$ cat src/dirq_pkg.sv
// Purpose : shared constants for the event and pixel clock register bank
// Assumes : 200 MHz system clock, 8-bit register data
// Notes   : offsets are byte addresses on the serial control bus
`default_nettype none
package dirq_pkg;
  // ==========================================================
  // register offsets
  localparam logic [7:0] ADDR_EVENT_STATUS  = 8'h24;
  localparam logic [7:0] ADDR_FSYNC_CONFIG  = 8'h25;
  localparam logic [7:0] ADDR_PCLK_CONTROL  = 8'h3b;
  localparam logic [7:0] ADDR_FREQ_DET_LOW  = 8'h3c;

  // ==========================================================
  // field positions
  localparam int GLOBAL_FLAG_BIT  = 7;
  localparam int PORT1_FLAG_BIT   = 1;
  localparam int PORT0_FLAG_BIT   = 0;
  localparam int FSYNC_EDGE_BIT   = 6;
  localparam int UNLOCK_CLK_BIT   = 4;
  localparam int OSC_SEL_HI_BIT   = 3;
  localparam int OSC_SEL_LO_BIT   = 2;
  localparam int OSC_EN_BIT       = 1;
  localparam int EDGE_SEL_BIT     = 0;
  localparam int THRESH_HI_BIT    = 4;

  // ==========================================================
  // reset values
  localparam logic       FSYNC_EDGE_RST  = 1'b0;
  localparam logic       UNLOCK_CLK_RST  = 1'b0;
  localparam logic [1:0] OSC_SEL_RST     = 2'h0;
  localparam logic       OSC_EN_RST      = 1'b0;
  localparam logic       EDGE_SEL_RST    = 1'b1;
  localparam logic [4:0] THRESH_RST      = 5'h14;

  // ==========================================================
  // oscillator output frequencies and their half periods in cycles
  localparam int CLK_KHZ      = 200000;
  localparam int OSC00_KHZ    = 50000;
  localparam int OSC01_KHZ    = 25000;
  localparam int OSC10_KHZ    = 100000;
  localparam int OSC11_KHZ    = 33300;
  localparam logic [2:0] HALF00 = 3'(CLK_KHZ / (2 * OSC00_KHZ));
  localparam logic [2:0] HALF01 = 3'(CLK_KHZ / (2 * OSC01_KHZ));
  localparam logic [2:0] HALF10 = 3'(CLK_KHZ / (2 * OSC10_KHZ));
  localparam logic [2:0] HALF11 = 3'(CLK_KHZ / (2 * OSC11_KHZ));
endpackage : dirq_pkg
`default_nettype wire

$ cat src/dirq_osc_div.sv
// Purpose : free-running oscillator clock for the pixel clock pin
// Assumes : half periods are whole cycles of the 200 MHz clock
// Notes   : a select change takes effect within the current half period
`default_nettype none
module dirq_osc_div (
  input  wire logic       clk,
  input  wire logic       srst,
  input  wire logic [1:0] freqSel,
  output logic            oscClk
);
  logic [2:0] halfCount;
  logic [2:0] cnt_q;
  logic       osc_q;
  logic       halfDone;

  // ==========================================================
  // half period lookup
  assign halfCount = (freqSel == 2'h0) ? dirq_pkg::HALF00 :
                     (freqSel == 2'h1) ? dirq_pkg::HALF01 :
                     (freqSel == 2'h2) ? dirq_pkg::HALF10 :
                                         dirq_pkg::HALF11;
  // >= guards against a shrink of the select mid period
  assign halfDone  = (cnt_q >= halfCount - 3'h1);

  // toggle each half period
  always_ff @(posedge clk) begin
    if (srst) begin
      cnt_q <= 3'h0;
      osc_q <= 1'b0;
    end else if (halfDone) begin
      cnt_q <= 3'h0;
      osc_q <= ~osc_q;
    end else begin
      cnt_q <= cnt_q + 3'h1;
    end
  end

  assign oscClk = osc_q;
endmodule : dirq_osc_div
`default_nettype wire

$ cat src/dirq_regs.sv
// Purpose : event flags, frame sync edge and pixel clock control registers
// Assumes : register port comes from the serial control bus front end
// Notes   : per-port enables and master enable live in another register
//
// Function
// RULE1: global flag bit 7 set when any enabled port flag is set.
// RULE2: global flag ignores master enable but honours per-port enables.
// RULE3: port flags bits 1 and 0 rise on port events; read-only.
// RULE4: port flag clears only by reading that port's status registers.
// RULE5: frame sync edge bit 6: 0 rising edge, 1 falling edge.
// RULE6: bit 4 lets recovered clock reach pixel clock pin without lock.
// RULE7: bits 3:2 pick oscillator 50, 25, 100 or 33.3 MHz.
// RULE8: bit 1 drives oscillator when unlocked and state select low.
// RULE9: edge select bit 0, reset 1, launches data on falling edge.
// RULE10: threshold bits 4:0, reset 0x14 MHz, flags too-low clock.
// RULE11: master enable gates global event onto interrupt output.
// RULE12: per-port enables let each port feed the global flag.
// RULE13: reserved bits read zero and ignore writes.
`default_nettype none
module dirq_regs (
  input  wire logic       clk,
  input  wire logic       srst,
  input  wire logic [7:0] regAddr,
  input  wire logic       regWrEn,
  input  wire logic [7:0] regWrData,
  input  wire logic       regRdEn,
  output logic      [7:0] regRdData,
  input  wire logic [1:0] portEvent,
  input  wire logic [1:0] portStatusRead,
  input  wire logic [1:0] portEventEnable,
  input  wire logic       masterEventEnable,
  output logic            eventIrq,
  input  wire logic       frameSyncIn,
  output logic            frameSyncStrobe,
  input  wire logic       linkLocked,
  input  wire logic       outputStateSelect,
  input  wire logic       recoveredClock,
  output logic            pixelClockPin,
  output logic            dataLaunchFalling,
  input  wire logic [7:0] recClockMhz,
  output logic            clockTooLow
);
  // ==========================================================
  // state
  logic [1:0] flag_q;
  logic [1:0] flag_d;
  logic       fsEdge_q;
  logic       unlockClk_q;
  logic [1:0] oscSel_q;
  logic       oscEn_q;
  logic       edgeSel_q;
  logic [4:0] thresh_q;
  logic [7:0] rdData_q;
  logic       fsPrev_q;
  logic       fsStrobe_q;
  logic       pclk_q;
  logic       tooLow_q;

  logic       globalFlag;
  logic       wrFsync;
  logic       wrPclk;
  logic       wrFreq;
  logic [7:0] rdMux;
  logic       oscClk;
  logic       fsRise;
  logic       fsFall;
  logic       pclkNext;

  // ==========================================================
  // event flags
  // a new event in the clearing cycle wins so nothing is lost
  genvar p;
  generate
    for (p = 0; p < 2; p++) begin : gFlag
      assign flag_d[p] = portEvent[p] |                        // RULE3
                         (flag_q[p] & ~portStatusRead[p]);     // RULE4
    end
  endgenerate

  always_ff @(posedge clk) begin
    if (srst) flag_q <= 2'h0;
    else      flag_q <= flag_d;
  end

  // global flag is a view, so it tracks enable changes at once
  assign globalFlag = |(flag_q & portEventEnable);  // RULE1 RULE2 RULE12
  assign eventIrq   = globalFlag & masterEventEnable;          // RULE11

  // ==========================================================
  // register write decode
  assign wrFsync = regWrEn & (regAddr == dirq_pkg::ADDR_FSYNC_CONFIG);
  assign wrPclk  = regWrEn & (regAddr == dirq_pkg::ADDR_PCLK_CONTROL);
  assign wrFreq  = regWrEn & (regAddr == dirq_pkg::ADDR_FREQ_DET_LOW);

  // only defined bits are stored; reserved bits drop
  always_ff @(posedge clk) begin
    if (srst) begin
      fsEdge_q    <= dirq_pkg::FSYNC_EDGE_RST;
      unlockClk_q <= dirq_pkg::UNLOCK_CLK_RST;
      oscSel_q    <= dirq_pkg::OSC_SEL_RST;
      oscEn_q     <= dirq_pkg::OSC_EN_RST;
      edgeSel_q   <= dirq_pkg::EDGE_SEL_RST;               // RULE9
      thresh_q    <= dirq_pkg::THRESH_RST;                 // RULE10
    end else begin
      if (wrFsync) fsEdge_q <= regWrData[dirq_pkg::FSYNC_EDGE_BIT];
      if (wrPclk) begin
        unlockClk_q <= regWrData[dirq_pkg::UNLOCK_CLK_BIT];
        oscSel_q    <= regWrData[dirq_pkg::OSC_SEL_HI_BIT:
                                 dirq_pkg::OSC_SEL_LO_BIT];
        oscEn_q     <= regWrData[dirq_pkg::OSC_EN_BIT];
        edgeSel_q   <= regWrData[dirq_pkg::EDGE_SEL_BIT];
      end
      if (wrFreq) thresh_q <= regWrData[dirq_pkg::THRESH_HI_BIT:0];
    end
  end

  // ==========================================================
  // read mux, reserved bits and unmapped addresses read zero
  assign rdMux =
    (regAddr == dirq_pkg::ADDR_EVENT_STATUS) ?
      {globalFlag, 5'h00, flag_q} :                              // RULE13
    (regAddr == dirq_pkg::ADDR_FSYNC_CONFIG) ?
      {1'b0, fsEdge_q, 6'h00} :
    (regAddr == dirq_pkg::ADDR_PCLK_CONTROL) ?
      {3'h0, unlockClk_q, oscSel_q, oscEn_q, edgeSel_q} :
    (regAddr == dirq_pkg::ADDR_FREQ_DET_LOW) ?
      {3'h0, thresh_q} : 8'h00;

  // read data held until the next read
  always_ff @(posedge clk) begin
    if (srst)         rdData_q <= 8'h00;
    else if (regRdEn) rdData_q <= rdMux;
  end
  assign regRdData = rdData_q;

  // ==========================================================
  // frame sync active edge
  assign fsRise = frameSyncIn & ~fsPrev_q;
  assign fsFall = ~frameSyncIn & fsPrev_q;

  always_ff @(posedge clk) begin
    if (srst) begin
      fsPrev_q   <= 1'b0;
      fsStrobe_q <= 1'b0;
    end else begin
      fsPrev_q   <= frameSyncIn;
      fsStrobe_q <= fsEdge_q ? fsFall : fsRise;               // RULE5
    end
  end
  assign frameSyncStrobe = fsStrobe_q;

  // ==========================================================
  // pixel clock pin source
  dirq_osc_div u_dirq_osc_div (
    .clk     (clk),
    .srst    (srst),
    .freqSel (oscSel_q),                                      // RULE7
    .oscClk  (oscClk)
  );

  // locked link always passes the recovered clock
  assign pclkNext =
    (linkLocked | unlockClk_q) ? recoveredClock :            // RULE6
    (oscEn_q & ~outputStateSelect) ? oscClk : 1'b0;          // RULE8

  always_ff @(posedge clk) begin
    if (srst) pclk_q <= 1'b0;
    else      pclk_q <= pclkNext;
  end
  assign pixelClockPin     = pclk_q;
  assign dataLaunchFalling = edgeSel_q;                       // RULE9

  // ==========================================================
  // low frequency judgement, compare against whole MHz
  always_ff @(posedge clk) begin
    if (srst) tooLow_q <= 1'b0;
    else      tooLow_q <= (recClockMhz < {3'h0, thresh_q});   // RULE10
  end
  assign clockTooLow = tooLow_q;
endmodule : dirq_regs
`default_nettype wire

$ cat config.mk
export PLATFORM = sky130hd
export DESIGN_NAME = dirq_regs
export DESIGN_NICKNAME = d
export VERILOG_FILES = /design/src/dirq_pkg.sv /design/src/dirq_osc_div.sv /design/src/dirq_regs.sv
export SDC_FILE = /design/constraint.sdc
export NUM_CORES = 1
export LEC_CHECK = 0
export ABC_AREA = 0
export ABC_CLOCK_PERIOD_IN_PS = 1750
export BUFFER_PORTS_ARGS = -buffer_cell sky130_fd_sc_hd__buf_4
export CAP_MARGIN = 20
export CELL_PAD_IN_SITES_DETAIL_PLACEMENT = 0
export CELL_PAD_IN_SITES_GLOBAL_PLACEMENT = 1
export CORE_MARGIN = 4
export CORE_UTILIZATION = 31
export DETAILED_ROUTE_END_ITERATION = 6
export HOLD_SLACK_MARGIN = 0.05
export PLACE_DENSITY_LB_ADDON = 0.08
export RECOVER_POWER = 100
export SLEW_MARGIN = 40
export SYNTH_ARGS = -nofsm -noshare
export SYNTH_HDL_FRONTEND = slang
export SYNTH_SLANG_ARGS = --single-unit
$ cat constraint.sdc
create_clock -name clk -period 1.75 [get_ports clk]
set_input_delay 0.35 -clock clk [delete_from_list [all_inputs] [get_ports clk]]
set_output_delay 0.35 -clock clk [all_outputs]
set_load 0.05 [all_outputs]
==> impl_results.md <==
* Tot GR Track Use at between 10 and 15%
* WS Path Type: primary input to flip-flop
* Mapped Cells at around 150
* Synth cell count leaders: dfxtp_1, nor2_1, inv_1, a21oi_1, ha_1
* Setup violators final at 0
* Final Power at ~0.0015 W
* MaxCap Viol Count at 0
* Post-DP HPWL at between 2 and 3 mm
* Antenna Nets Post-Route at 0
* Largest net degree at the start of global routing at 23
* Global-route wire length before repair at between 5 and 6 mm
* Diodes inserted at 0
* Initial Utilization at approximately 33%
* Total Wirelength at 3.375 mm
* TritonCTS Buffers at 3
* # fillers at about 460
* Final Critical Period at 1.657 ns
* Slew Limit Headroom at 58.91%
* Worst Skew at approximately 0.00095 ns
* DRC at 0
* Max Slew Vio Count at 0
* Synthesized area at 1344 um2
* Final Hold Viols at 0
* Clock Path Buffers at 2
* 1st-iter DRT viols at 44
* Grt total ovfl at 0
* Cts-stage hold buffer count at 0
* Top-area cell type share of the netlist area at between 40% and 50%
* Finished Layout Cells at 253
* Worst VDD drop at a little under 0.0003 V
* Outcome: finished clean
* Clk sink count at 28
* Hold Path Stages at 3
* Rows at 23
* RSZ-0062 raised after global routing: no
* Min-delay worst type: primary input to flip-flop
* Share of cells above drive strength 1 at between 20% and 30%
* Clock transition at path regs at roughly 0.10 ns
* Slew @ Worst Pin at between 0.6 and 0.7 ns
* LEAKAGE at around 0.76 nW
* Die height at ~74 um
* Area Overhead vs Synth at 34.82%
* Core area at between 4000 and 5000 um2
* Pre-antenna DRT Iters at 4
* Vias in the first global route at ~1200
* Chip Width at ~74 um
* Critical path, cell by cell: clkbuf_4, or3b_1, buf_4, nor4_4, clkbuf_2, mux2i_1, nor2_1
* Most common cell in the netlist: dfxtp_1
* Ys Warns at 0
* Register area share after synthesis at between 40% and 50%
* Clk Latency, worst-skew pair at about 0.27 ns
* Port Buffer Count at 48
* Power Density at ~810 nW/um2
* Max Fclk at a little over 0.6 GHz
* Nets at approximately 250
* GP Congestion at 0.7512
* Post-synthesis cell type count at 39
* Max FO, Critical Path at 5
* Via count at about 1200
* Yosys reg bits at 28
* Worst setup EP type: flip-flop
* Number of H-tree levels at 1
* Post-CTS Setup Bufs at 0
* Part of the cycle the worst path needs at between 90% and 100%
* Final core occ at 44.34%
* Ys flop type: dfxtp_1
* Die ar. at 5452 um2
* Syn_nets at 194
* Leading area contributor after synthesis: dfxtp_1
* Min Hold Slack at between 0.2 and 0.3 ns
* Io pins at between 50 and 60
* Root Buffer: clkbuf_8
* Cells after DPL at 249
* Initial antenna violation count at 0
* DR WL/cell at ~13 um
* CTS tree: yes
* CP arrival at around 1.8 ns
* Synth top area cells: dfxtp_1, ha_1, mux2i_1
* Vias per cell at 4.715
* Critical Path Start Type: primary input
* Syn Area/Cell at about 9.1 um2
* Post-synth EDFFs at 0
* Worst path slowest cell: or3b_1
* Post-CTS Resized at 0
* Worst EP required at around 1.9 ns
* Post-synth ARST share at 0%
* Crit path largest cell delay at 0.42 ns
* Path depth of the worst reg2reg path at 6
[state kept, by name, indices dropped and copies added, names as in the netlist, 2 cells and up]
name / cells
thresh_q: 5
regRdData: 7
u_dirq_osc_div.cnt_q: 3
oscSel_q: 2
flag_q: 2
[power breakdown]
part | total, W | switching [W] | internal, W
registers | 0.000700 | 0.0000245 | 0.000675
logic | 0.000256 | 0.000123 | 0.000133
clock network | 0.000509 | 0.000202 | 0.000306
total | 0.00146 | 0.000350 | 0.00111
[cell usage in the layout (no fill, tap or decap), drive strengths merged, types with 2 or more instances in the layout]
master,netlist,final
a21oi,10,10
nor2b,4,4
nor3,5,5
nor4,3,3
xnor2,2,2
mux2i,7,7
or3b,2,2
or4,2,2
ha,8,8
nor3b,5,5
conb,2,2
nor2,18,18
clkbuf,4,20
inv,11,11
a221o,2,2
a22oi,7,7
dfxtp,28,28
nand2b,2,2
nand2,7,7
o21ai,5,5
buf,3,42
[final cells by class]
class,instances,area [um2],share of cell area [%]
clock inverter,1,30.03,1.657
multi-input combinational,101,686.9,37.91
tap,50,62.56,3.453
inverter,11,41.29,2.279
clock buffer,3,41.29,2.279
sequential,28,560.5,30.94
timing repair buffer,59,389.1,21.48
[stage by stage]
stage	cell area [um2]	setup WS [ns]	TNS, ns
floorplan	1344	0.06611	0
global placement	1810	-0.1046	-0.9098
detailed placement	1810	-0.1119	-1.067
CTS	1882	0.1328	0
global route	1812	0.04547	0
finish	1812	0.09257	0
[critical path, delay by kind of cell]
family                 cells  cell delay (ns)
AND/OR/NAND/NOR            3             0.72
multiplexers               1             0.22
buffers and inverters      3             0.52
[final timing paths]
path | end | slack, ns | from
setup / recovery | thresh_q[1] | 0.09 | regAddr[7]
hold / removal | flag_q[1] | 0.29 | portEvent[1]
setup reg to reg | u_dirq_osc_div.oscClk | 0.29 | oscSel_q[1]
hold reg to reg | regRdData[3] | 0.47 | regRdData[3]
[logic make-up after synthesis]
kind of cell	share of synthesized area [%]
buffers and inverters	5.959
AO/OA/AOI/OAI	13.69
adder cells (fa/ha/maj)	7.449
flip-flops	41.71
other	0.5589
multiplexers	5.214
AND/OR/NAND/NOR	24.12
XOR/XNOR	1.304
[per-layer routing]
metal | part of all wire [%] | vias up | track usage, % | wire (um)
met2 | 50 | 27 | 23.23 | 1699
met4 | 0.65 | 0 | 3.622 | 22
met5 | 0 | - | 0 | 0
li1 | - | 624 | - | -
met3 | 6.0 | 2 | 2.326 | 202
met1 | 43 | 540 | 15.52 | 1450
No activity file was read; power rests on OpenSTA's default activity.
